<file path="config.mk">
export PLATFORM = sky130hd
export DESIGN_NAME = system_bus_select_decode
export DESIGN_NICKNAME = d
export VERILOG_FILES = /design/src/hdl/sbsel_pkg.sv /design/src/hdl/system_bus_select_decode.sv
export SDC_FILE = /design/constraint.sdc
export NUM_CORES = 1
export LEC_CHECK = 0
export BUFFER_PORTS_ARGS = -buffer_cell sky130_fd_sc_hd__buf_2
export CAP_MARGIN = 5
export CORE_MARGIN = 2
export CORE_UTILIZATION = 50
export CTS_BUF_LIST = sky130_fd_sc_hd__clkbuf_4 sky130_fd_sc_hd__clkbuf_8
export DETAILED_ROUTE_END_ITERATION = 10
export PLACE_DENSITY = 0.81
export SLEW_MARGIN = 20
export SYNTH_ARGS = -nofsm -noshare
export SYNTH_HDL_FRONTEND = slang
export SYNTH_SLANG_ARGS = --single-unit
</file>
<file path="constraint.sdc">
create_clock -name core_clk -period 3 [get_ports core_clk]
set_clock_uncertainty 0.2 [all_clocks]
set_input_delay 0.3 -clock core_clk [delete_from_list [all_inputs] [get_ports core_clk]]
set_output_delay 0.3 -clock core_clk [all_outputs]
set_load 0.1 [all_outputs]
</file>
<file path="src/hdl/sbsel_pkg.sv">
// constants and types for the system bus select and cascade decode block
// Overview of operation
// - memory cycle addresses inside a system window go to the system bus, else local
// - bus choice is latched at cycle start and held until the cycle ends
// - all-local interrupt routing sends every acknowledge to the local bus
// - all-system interrupt routing sends every acknowledge to system bus, no decode
// - an interrupt request is answered by exactly two acknowledge cycles
// - second acknowledge reads an 8-bit vector over the data bus
// - in mixed routing the three slave pick lines decide the bus
// - system acknowledge first requests the arbiter, then enables system buffers
// - slave pick lines drive address lines A8, A9, A10 through tri-state outputs
// - decode adds at most 30 ns before bus choice is valid
// - first acknowledge gets at least 4 wait states before it may end
// - local choice ends first acknowledge at once; system choice extends it
// - command delay acts as repeated select while local command enable stays high
// - a system bus operation ends only on transfer acknowledge
// - cascade gate asserts in second acknowledge, one clock longer than address strobe
// - cascade gate asserts only during acknowledge cycles
// - system bus address and data are carried inverted, active low
// - a strap selects system bus mode; without it nothing goes to system bus
package sbsel_pkg;
  // ---------------------------------------------------------------
  // timing
  // ---------------------------------------------------------------
  localparam int CLK_PERIOD_NS = 8;
  localparam int CAS_SETTLE_NS = 565;
  localparam int DECODE_NS = 30;
  localparam int MIN_ACK1_WAITS = 4;
  localparam int SETTLE_CYC = (CAS_SETTLE_NS + CLK_PERIOD_NS - 1) / CLK_PERIOD_NS;
  localparam int DECODE_CYC = (DECODE_NS / CLK_PERIOD_NS) < 1 ? 1 : DECODE_NS / CLK_PERIOD_NS;
  localparam int ACK1_WAIT_CYC = SETTLE_CYC > MIN_ACK1_WAITS ? SETTLE_CYC : MIN_ACK1_WAITS;
  localparam int CNT_W = 8;
  localparam logic [CNT_W-1:0] ACK1_WAIT_CNT = CNT_W'(ACK1_WAIT_CYC);
  localparam logic [1:0] ACK2_PH_MCE_OFF = 2'h1;
  localparam logic [1:0] ACK2_PH_DONE = 2'h2;
  // ---------------------------------------------------------------
  // widths
  // ---------------------------------------------------------------
  localparam int ADDR_W = 24;
  localparam int DATA_W = 16;
  localparam int VEC_W = 8;
  localparam int CAS_W = 3;
  localparam int NUM_WIN = 2;
  localparam int NUM_SLAVES = 8;
  // ---------------------------------------------------------------
  // types
  // ---------------------------------------------------------------
  typedef enum logic [1:0] {
    IRQ_ALL_LOCAL = 2'h0,
    IRQ_ALL_SYSTEM = 2'h1,
    IRQ_MIXED = 2'h2
  } irq_route_t;
  typedef struct packed {
    logic enable;
    logic [ADDR_W-1:0] base;
    logic [ADDR_W-1:0] limit;
  } mem_window_t;
  typedef struct packed {
    logic start;
    logic io;
    logic [ADDR_W-1:0] addr;
  } bus_cycle_t;
  typedef enum logic [2:0] {
    ST_IDLE = 3'h0,
    ST_MEM = 3'h1,
    ST_ACK1 = 3'h3,
    ST_ACK1_ARB = 3'h2,
    ST_ACK1_SYS = 3'h6,
    ST_ACK2 = 3'h7
  } state_t;
endpackage

</file>
<file path="src/hdl/system_bus_select_decode.sv">
// bus select, cascade decode and acknowledge sequencing for the system bus bridge
module system_bus_select_decode (
  input wire logic core_clk,
  input wire logic arst_n,
  input wire logic sys_mode_strap,
  input wire sbsel_pkg::bus_cycle_t cyc_req,
  input wire sbsel_pkg::mem_window_t [sbsel_pkg::NUM_WIN-1:0] windows,
  input wire sbsel_pkg::irq_route_t irq_route,
  input wire logic [sbsel_pkg::NUM_SLAVES-1:0] sys_slave_mask,
  input wire logic interrupt_request_input,
  input wire logic [sbsel_pkg::CAS_W-1:0] slave_pick_n,
  input wire logic local_ready,
  input wire logic [sbsel_pkg::DATA_W-1:0] local_data,
  input wire logic [sbsel_pkg::DATA_W-1:0] sys_data_n,
  input wire logic xack_n,
  input wire logic arb_grant,
  output logic cyc_done_q,
  output logic [sbsel_pkg::DATA_W-1:0] rd_data_q,
  output logic [sbsel_pkg::VEC_W-1:0] vector_q,
  output logic vector_valid_q,
  output logic [sbsel_pkg::ADDR_W-1:0] sys_addr_n_q,
  output logic ale_q,
  output logic interrupt_ack_cycle_q,
  output logic local_command_enable_q,
  output logic system_resident_bus_select_q,
  output logic command_delay_select_q,
  output logic bus_request_q,
  output logic sys_buf_en_q,
  output logic master_cascade_gate_q,
  output logic [sbsel_pkg::CAS_W-1:0] cascade_addr_n_q,
  output logic cascade_addr_oe_q
);
  import sbsel_pkg::*;

  // ---------------------------------------------------------------
  // helpers
  // ---------------------------------------------------------------
  function automatic logic window_hit(input logic [ADDR_W-1:0] a,
                                      input mem_window_t [NUM_WIN-1:0] w);
    logic hit;
    hit = 1'b0;
    for (int i = 0; i < NUM_WIN; i++) begin
      if (w[i].enable && a >= w[i].base && a <= w[i].limit) begin
        hit = 1'b1;
      end
    end
    return hit;
  endfunction

  function automatic logic route_decode(input irq_route_t r,
                                        input logic [NUM_SLAVES-1:0] mask,
                                        input logic [CAS_W-1:0] pick_n);
    logic sys;
    sys = 1'b0;
    unique case (r)
      IRQ_ALL_LOCAL: sys = 1'b0;
      IRQ_ALL_SYSTEM: sys = 1'b1;
      IRQ_MIXED: sys = mask[~pick_n];
      default: sys = 1'b0;
    endcase
    return sys;
  endfunction

  state_t state_q;
  logic [CNT_W-1:0] cnt_q;
  logic [1:0] ph_q;
  logic route_q;
  logic strap_q;
  logic strap_taken_q;
  logic [CAS_W-1:0] pick_q;
  logic win_hit;
  logic ack_route;
  logic decide_now;
  logic mem_end;
  logic ack2_end;
  logic [VEC_W-1:0] vec_src;

  // ---------------------------------------------------------------
  // strap capture after reset release
  // ---------------------------------------------------------------
  always_ff @(posedge core_clk or negedge arst_n) begin
    if (!arst_n) begin
      strap_q <= 1'b0;
      strap_taken_q <= 1'b0;
    end else if (!strap_taken_q) begin
      strap_q <= sys_mode_strap;
      strap_taken_q <= 1'b1;
    end
  end

  // pick code is sampled every cycle; the decision only reads it after settling
  always_ff @(posedge core_clk or negedge arst_n) begin
    if (!arst_n) begin
      pick_q <= '1;
    end else begin
      pick_q <= slave_pick_n;
    end
  end

  // ---------------------------------------------------------------
  // decode
  // ---------------------------------------------------------------
  always_comb begin
    win_hit = strap_q && !cyc_req.io && window_hit(cyc_req.addr, windows);
    ack_route = strap_q && route_decode(irq_route, sys_slave_mask, pick_q);
    // waiting out the settle time covers the controller's slow pick code
    decide_now = (state_q == ST_ACK1) && (cnt_q == ACK1_WAIT_CNT);
    mem_end = (state_q == ST_MEM) &&
              (system_resident_bus_select_q ? (sys_buf_en_q && !xack_n) : local_ready);
    ack2_end = (state_q == ST_ACK2) && (ph_q == ACK2_PH_DONE) &&
               (route_q ? !xack_n : local_ready);
    vec_src = route_q ? ~sys_data_n[VEC_W-1:0] : local_data[VEC_W-1:0];
  end

  // ---------------------------------------------------------------
  // sequencer
  // ---------------------------------------------------------------
  always_ff @(posedge core_clk or negedge arst_n) begin
    if (!arst_n) begin
      state_q <= ST_IDLE;
      cnt_q <= '0;
      ph_q <= '0;
    end else begin
      unique case (state_q)
        ST_IDLE: begin
          cnt_q <= '0;
          // acknowledge wins over a pending memory cycle
          if (interrupt_request_input) begin
            state_q <= ST_ACK1;
          end else if (cyc_req.start) begin
            state_q <= ST_MEM;
          end
        end
        ST_MEM: begin
          if (mem_end) begin
            state_q <= ST_IDLE;
          end
        end
        ST_ACK1: begin
          ph_q <= '0;
          if (decide_now) begin
            state_q <= ack_route ? ST_ACK1_ARB : ST_ACK2;
          end else begin
            cnt_q <= cnt_q + 1'b1;
          end
        end
        ST_ACK1_ARB: begin
          if (arb_grant) begin
            state_q <= ST_ACK1_SYS;
          end
        end
        ST_ACK1_SYS: begin
          ph_q <= '0;
          if (!xack_n) begin
            state_q <= ST_ACK2;
          end
        end
        ST_ACK2: begin
          if (ack2_end) begin
            state_q <= ST_IDLE;
          end else if (ph_q != ACK2_PH_DONE) begin
            ph_q <= ph_q + 1'b1;
          end
        end
        default: state_q <= ST_IDLE;
      endcase
    end
  end

  // acknowledge choice is made once and not revisited until the sequence ends
  always_ff @(posedge core_clk or negedge arst_n) begin
    if (!arst_n) begin
      route_q <= 1'b0;
    end else if (decide_now) begin
      route_q <= ack_route;
    end
  end

  // ---------------------------------------------------------------
  // bus controller and arbiter controls
  // ---------------------------------------------------------------
  always_ff @(posedge core_clk or negedge arst_n) begin
    if (!arst_n) begin
      ale_q <= 1'b0;
      cyc_done_q <= 1'b0;
      interrupt_ack_cycle_q <= 1'b0;
      local_command_enable_q <= 1'b0;
      system_resident_bus_select_q <= 1'b0;
      command_delay_select_q <= 1'b0;
      bus_request_q <= 1'b0;
      sys_buf_en_q <= 1'b0;
    end else begin
      ale_q <= 1'b0;
      cyc_done_q <= 1'b0;
      unique case (state_q)
        ST_IDLE: begin
          if (interrupt_request_input) begin
            interrupt_ack_cycle_q <= 1'b1;
            local_command_enable_q <= 1'b1;
            command_delay_select_q <= 1'b1;
            system_resident_bus_select_q <= 1'b0;
            ale_q <= 1'b1;
          end else if (cyc_req.start) begin
            local_command_enable_q <= !win_hit;
            system_resident_bus_select_q <= win_hit;
            bus_request_q <= win_hit;
            ale_q <= 1'b1;
          end
        end
        ST_MEM: begin
          if (system_resident_bus_select_q && arb_grant) begin
            sys_buf_en_q <= 1'b1;
          end
          if (mem_end) begin
            cyc_done_q <= 1'b1;
            bus_request_q <= 1'b0;
            sys_buf_en_q <= 1'b0;
            local_command_enable_q <= 1'b0;
            system_resident_bus_select_q <= 1'b0;
          end
        end
        ST_ACK1: begin
          if (decide_now) begin
            system_resident_bus_select_q <= ack_route;
            bus_request_q <= ack_route;
            if (!ack_route) begin
              command_delay_select_q <= 1'b0;
              cyc_done_q <= 1'b1;
              ale_q <= 1'b1;
            end
          end
        end
        ST_ACK1_ARB: begin
          // command start stays delayed until the arbiter hands over the bus
          if (arb_grant) begin
            sys_buf_en_q <= 1'b1;
            command_delay_select_q <= 1'b0;
          end
        end
        ST_ACK1_SYS: begin
          if (!xack_n) begin
            cyc_done_q <= 1'b1;
            ale_q <= 1'b1;
          end
        end
        ST_ACK2: begin
          if (ack2_end) begin
            cyc_done_q <= 1'b1;
            interrupt_ack_cycle_q <= 1'b0;
            local_command_enable_q <= 1'b0;
            system_resident_bus_select_q <= 1'b0;
            bus_request_q <= 1'b0;
            sys_buf_en_q <= 1'b0;
          end
        end
        default: ;
      endcase
    end
  end

  // ---------------------------------------------------------------
  // cascade gate onto A8..A10
  // ---------------------------------------------------------------
  always_ff @(posedge core_clk or negedge arst_n) begin
    if (!arst_n) begin
      master_cascade_gate_q <= 1'b0;
      cascade_addr_oe_q <= 1'b0;
      cascade_addr_n_q <= '1;
    end else if ((decide_now && !ack_route) || (state_q == ST_ACK1_SYS && !xack_n)) begin
      // only acknowledge transitions raise the gate; memory cycles never do
      master_cascade_gate_q <= 1'b1;
      cascade_addr_oe_q <= 1'b1;
      cascade_addr_n_q <= pick_q;
    end else if (state_q == ST_ACK2 && ph_q == ACK2_PH_MCE_OFF) begin
      master_cascade_gate_q <= 1'b0;
      cascade_addr_oe_q <= 1'b0;
    end
  end

  // ---------------------------------------------------------------
  // address out and data capture
  // ---------------------------------------------------------------
  always_ff @(posedge core_clk or negedge arst_n) begin
    if (!arst_n) begin
      rd_data_q <= '0;
      vector_q <= '0;
      vector_valid_q <= 1'b0;
      sys_addr_n_q <= '1;
    end else begin
      vector_valid_q <= 1'b0;
      if (state_q == ST_IDLE && !interrupt_request_input && cyc_req.start && win_hit) begin
        sys_addr_n_q <= ~cyc_req.addr;
      end
      if (mem_end) begin
        rd_data_q <= system_resident_bus_select_q ? ~sys_data_n : local_data;
      end
      if (ack2_end) begin
        vector_q <= vec_src;
        vector_valid_q <= 1'b1;
      end
    end
  end
endmodule

</file>
### Yosys cells after proc, flatten, opt, wreduce, memory -nomap -nowiden

Index checks and enable logic that the tools add are counted.

| word-level totals | value |
|---|---|
| bits in registers | 80 |
| word-level logic and storage cells | 156 |

| operators by class | value |
|---|---|
| add/sub/neg operators | 2 |
| $lt $le $gt $ge | 5 |
| equality and inequality tests | 25 |
| muxes and demuxes | 55 |
| bitwise gates (word level) | 4 |
| reduce and logical (&&, ||, !) cells | 44 |

Operator list:

| kind | number |
|---|---|
| >= comparator 24 bit | 2 |
| less-or-equal comparator 24 bit | 2 |
| two-way mux 1 bit | 29 |
| != test 2 bit (second input constant) | 13 |
| two-way mux 3 bit | 8 |
| inverter 24 bit | 1 |
| logical AND 1 bit | 19 |
| one-hot mux 3 bit (6 select lines) | 1 |
| two-way mux 16 bit | 1 |
| two-way mux 8 bit | 2 |
| inverter 16 bit | 1 |
| one-hot mux 8 bit (2 select lines) | 1 |
| one-hot mux 1 bit (3 select lines) | 4 |
| one-hot mux 1 bit (4 select lines) | 3 |
| AND reduction 6 bit | 2 |
| AND reduction 5 bit | 2 |
| nonzero test 3 bit | 3 |
| adder 8 x 1 -> 8 bit (second input constant) | 1 |
| equality test 8 x 7 -> 1 bit (second input constant) | 1 |
| inverter 8 bit | 1 |
| AND reduction 4 bit | 2 |
| nonzero test 2 bit | 4 |
| equality test 3 x 2 -> 1 bit (second input constant) | 2 |
| equality test 3 bit (second input constant) | 2 |
| 19 further kinds | 28 |

### Depth between registers and ports, before layout

| logic depth | value |
|---|---|
| word-level depth | 10 |
| depth in mapped cells | 11 |
| mapped depth without buffers | 9 |

### Least setup slack after synthesis

OpenSTA, ideal clock, no wires.

| timing | value |
|---|---|
| kind | input-to-reg |
| from | in windows[39] in the netlist's numbering |
| to | reg sys_addr_n_q[0] in the netlist's numbering |
| library setup time | 0.082 ns |
| arrival time | 2.550 ns |
| slack | 0.168 ns |
| stages on the path | 10 |
| path buffers | 1 |
| cell sequence | inv_1 > ha_1 > nand4_1 > or4_1 > o32a_1 > a211o_1 > a32oi_2 > o211ai_2 > buf_6 > mux2_4 |

| on the way | value |
|---|---|
| longest elaborated chain between the ends | 7 |

RTL lines:

| item | RTL line | RTL |
|---|---|---|
| from (decl) | system_bus_select_decode.sv:7 | `input wire sbsel_pkg::mem_window_t [sbsel_pkg::NUM_WIN-1:0] windows,` |
| >= comparator 24 bit | system_bus_select_decode.sv:43 | `if (w[i].enable && a >= w[i].base && a <= w[i].limit) begin` |
| logical AND 1 bit (2 in a row) | system_bus_select_decode.sv:43 |  |
| two-way mux 1 bit (2 in a row) | system_bus_select_decode.sv:43 |  |
| logical AND 1 bit | system_bus_select_decode.sv:104 | `win_hit = strap_q && !cyc_req.io && window_hit(cyc_req.addr, windows);` |
| logical AND 1 bit | system_bus_select_decode.sv:291 | `if (state_q == ST_IDLE && !interrupt_request_input && cyc_req.start && win_hit) begin` |
| to (signal assigned) | system_bus_select_decode.sv:292 | `sys_addr_n_q <= ~cyc_req.addr;` |
| to (decl) | system_bus_select_decode.sv:21 | `output logic [sbsel_pkg::ADDR_W-1:0] sys_addr_n_q,` |

Every way passes these cells.
A chain may end at the register's enable or synchronous reset.

### Final worst setup path

| timing | value |
|---|---|
| from | in cyc_req[3] in the netlist's numbering |
| to | reg sys_addr_n_q[10] in the netlist's numbering |

| on the way | value |
|---|---|
| longest elaborated chain between the ends | 7 |

RTL lines:

| item | RTL line | RTL |
|---|---|---|
| from (decl) | system_bus_select_decode.sv:6 | `input wire sbsel_pkg::bus_cycle_t cyc_req,` |
| >= comparator 24 bit | system_bus_select_decode.sv:43 |  |
| logical AND 1 bit (2 in a row) | system_bus_select_decode.sv:43 |  |
| two-way mux 1 bit | system_bus_select_decode.sv:43 |  |
| two-way mux 1 bit * | system_bus_select_decode.sv:43 |  |
| logical AND 1 bit * | system_bus_select_decode.sv:104 |  |
| logical AND 1 bit * | system_bus_select_decode.sv:291 |  |

Every way passes the cells marked *; elsewhere a longest branch is shown, timed or not.

==> metrics.txt <==
Syn Nets 996; H-tree depth 3; Worst Path Class, Setup in2reg; Placer Congestion 0.886; Arr. time, crit path 2.88 ns; Seq cells post-synth 80; Setup crit end kind register; I/O pin count 238; DRC Markers 0; Critical Path Source Type input pin; P_sw 3.17 mW; Post-CTS Setup Bufs 0; initial DRC count 298; initial antenna violation count 1; GRT overflow 0; hold_sp cyc_req[23]; RSZ-0062 raised after global routing false; site row count 41; Layout area overhead 29.7%; Worst Hold Class in2reg; synth unique cells 58; f_max 356 MHz; root buffer cell clkbuf_8; Post-Syn Area 6320 um^2; final hold vios 0; Final Critical Period 2.81 ns; worst reg2reg path endpoint cascade_addr_n_q[2]$_DFFE_PN1P_; reg2reg setup slack 0.36 ns; Fin Setup TNS 0 ns; Cell Pwr Density 711 nW/um^2; worst-margin pin slew 0.996 ns; CTS Buf Count 9; status finished clean; share of cells above drive strength 1 32.9%; EDFF count, synth 0; combinational share of power 56.2%; Cell Int Power 2.66 mW; Placeable Area 12500 um^2; port buffer count 237; dpl hpwl 13600 um; Clock Latency Late Sink 0.35 ns; CTS Buffer Depth 2; Initial Util 50.7%; Syn Inst Count 719; Routed WL 16700 um; Most used DFF post-synth dfrtp_1; Synth Warn # 0; final worst-path cycle share 93.6%; Sw Share 54.4%; Die Ht 116 um; first-pass GRT wire length 26300 um; register area share after synthesis 32.3%; average wire per standard cell 14.3 um; CTS tree done; Flop pwr share 28.1%; vias in the first global route 5609; WHS Endpoint sys_addr_n_q[23]$_DFFE_PN1P_; Slew HR 33.6%; Design Power 5.83 mW; GRT Resource Usage Total 24.8%; Via density 5.02; remaining antenna violation count after routing 0; async set-reset flop share out of synthesis 100%; final setup vio count 0; largest net degree at the start of global routing 81; Peak supply drop 0.248 mV; Die ar. 13600 um^2; Filler cells 1060; NumNets Final 1263; via count 5847; first-pass iteration count of the detailed router 4; CP max FO 8; clk slew on worst S/H paths 0.09 ns; WP data required 3.07 ns; R2R cell count 7; syn_area_per_cell 8.79 um^2; hold depth 2; clock network fraction of design power 15.7%; clock sink total 80; Die X 116 um; Max-Cap Viols 0; FF-to-FF Start pick_q[0]$_DFF_PN1_; final slew viol count 0; Leak 4.85 nW
-- synth_stat cells (2+ instances only) --
cell type    n  share of area, %
mux2i_1     50               7.9
mux2_2       8               1.4
a221oi_1     2              0.28
a21oi_1     47               3.7
a31o_2       2              0.28
nand2b_1     6              0.59
and4_1       2              0.28
a21o_1      16               1.9
mux4_2       2              0.71
nand4_1     22               2.2
nor2b_1      6              0.59
o32a_1       2              0.32
nand3_1     13               1.0
xnor2_1      2              0.28
dfstp_2     30                12
xor2_1       3              0.42
ha_1       101                20
o31ai_1      3              0.36
or2_2        2              0.20
and2_1       2              0.20
o21ai_0     47               3.7
and3_1       7              0.69
inv_1      143               8.5
nor3b_1      3              0.36
o22ai_1      2              0.20
o211ai_1     2              0.24
dfrtp_1     50                20
nand2_1     66               3.9
o2bb2ai_1    2              0.28
o21a_1       2              0.24
nor3_1       6              0.48
or4_1        2              0.24
clkbuf_1    18               1.1
nor2_1      23               1.4
nor4_1       2              0.20
-- per-layer routing --
metal / part of all wire [%] / vias up / global-route usage [%]
met5: 0 / - / 0
met4: 2.1 / 0 / 8.49
met3: 7.4 / 25 / 5.29
met2: 48 / 218 / 42.7
met1: 42 / 2623 / 30.8
li1: - / 2981 / -
-- what timing repair did --
action	in CTS	in global routing
gates resized for setup	0	2
endpoints found under the hold margin	65	0
hold buffers	16	0
setup endpoints to repair	0	22
-- final cells by class --
cell class	count	area [um^2]	share of cell area, %
Clock inverter	6	91.3	1.11
Sequential cell	80	2040	24.9
Inverter	143	537	6.55
Timing Repair Buffer	278	1540	18.7
Antenna cell	1	2.50	0.0305
Multi-Input combinational cell	474	3640	44.4
Clock buffer	10	138	1.68
Tap cell	172	215	2.63
-- worst max-delay path, cell delays in order --
cell	delay, ns
dlygate4sd3_1	0.53
buf_2	0.17
ha_1	0.29
o21a_1	0.11
nor2_1	0.04
o32a_1	0.36
a211o_1	0.31
a32oi_2	0.24
o211ai_4	0.15
buf_4	0.22
mux2i_1	0.17
-- kinds of logic after synthesis --
family | after synthesis | synth area share (%)
compound gates | 141 | 13.6
fa+ha+maj | 101 | 20.0
xor+xnor | 5 | 0.693
other cells | 1 | 0.0593
simple gates | 165 | 12.7
mux | 61 | 10.3
flops | 80 | 32.3
buf+inv | 165 | 10.4
-- per-stage QoR --
step	std cells	hold slack [ns]	instance area, um^2	setup WS, ns	util [%]
2_1_floorplan	719	-0.196	6320	0.168	-
3_3_place_gp	1131	0.207	7800	-0.0759	62.6
3_5_place_dp	1131	0.208	7800	-0.163	62.6
4_1_cts	1163	0.00438	8190	0.0809	65.7
5_1_grt	1163	0.0103	8200	0.0469	65.7
6_report	1164	0.0276	8200	0.192	65.8
-- power by group through the flow --
stage	Sequential, mW	Combinational (mW)	Clock [mW]
2_1_floorplan	3.27	0.993	0
3_3_place_gp	1.65	3.22	0
3_5_place_dp	1.66	3.27	0
4_1_cts	1.64	3.29	0.941
5_1_grt	1.68	3.50	0.988
6_report	1.64	3.28	0.912
-- worst max path at each step --
stage	to	cells after the start	startpoint
2_1_floorplan	sys_addr_n_q[0]$_DFFE_PN1P_	10	windows[39]
3_3_place_gp	sys_addr_n_q[15]$_DFFE_PN1P_	10	cyc_req[15]
3_5_place_dp	sys_addr_n_q[10]$_DFFE_PN1P_	11	windows[39]
4_1_cts	sys_addr_n_q[19]$_DFFE_PN1P_	10	cyc_req[1]
5_1_grt	sys_addr_n_q[10]$_DFFE_PN1P_	10	cyc_req[1]
6_report	sys_addr_n_q[10]$_DFFE_PN1P_	11	cyc_req[3]
-- registers in the layout, summed over array words and instances, names as in the netlist, 2 cells and up --
name / flops
cnt_q: 8
sys_addr_n_q: 24
rd_data_q: 16
cascade_addr_n_q: 3
state_q: 3
ph_q: 2
vector_q: 8
pick_q: 3
-- layout by cell type, fill, tap and decap left out, types with 3 or more instances in the layout --
| master | instances |
|---|---|
| dfrtp_1 | 50 |
| dlygate4sd3_1 | 16 |
| buf_4 | 26 |
| nand3_1 | 13 |
| buf_2 | 236 |
| a21o_1 | 16 |
| and3_1 | 7 |
| nor3_1 | 6 |
| inv_1 | 143 |
| ha_1 | 101 |
| nor2b_1 | 6 |
| a21oi_1 | 47 |
| mux2i_1 | 50 |
| nor3b_1 | 3 |
| nand4_1 | 22 |
| mux2_2 | 8 |
| o31ai_1 | 3 |
| xor2_1 | 3 |
| clkbuf_8 | 10 |
| nor2_1 | 23 |
| nand2_1 | 66 |
| dfstp_2 | 30 |
| o21ai_0 | 47 |
| nand2b_1 | 6 |
(Power assumes the default switching activity.)
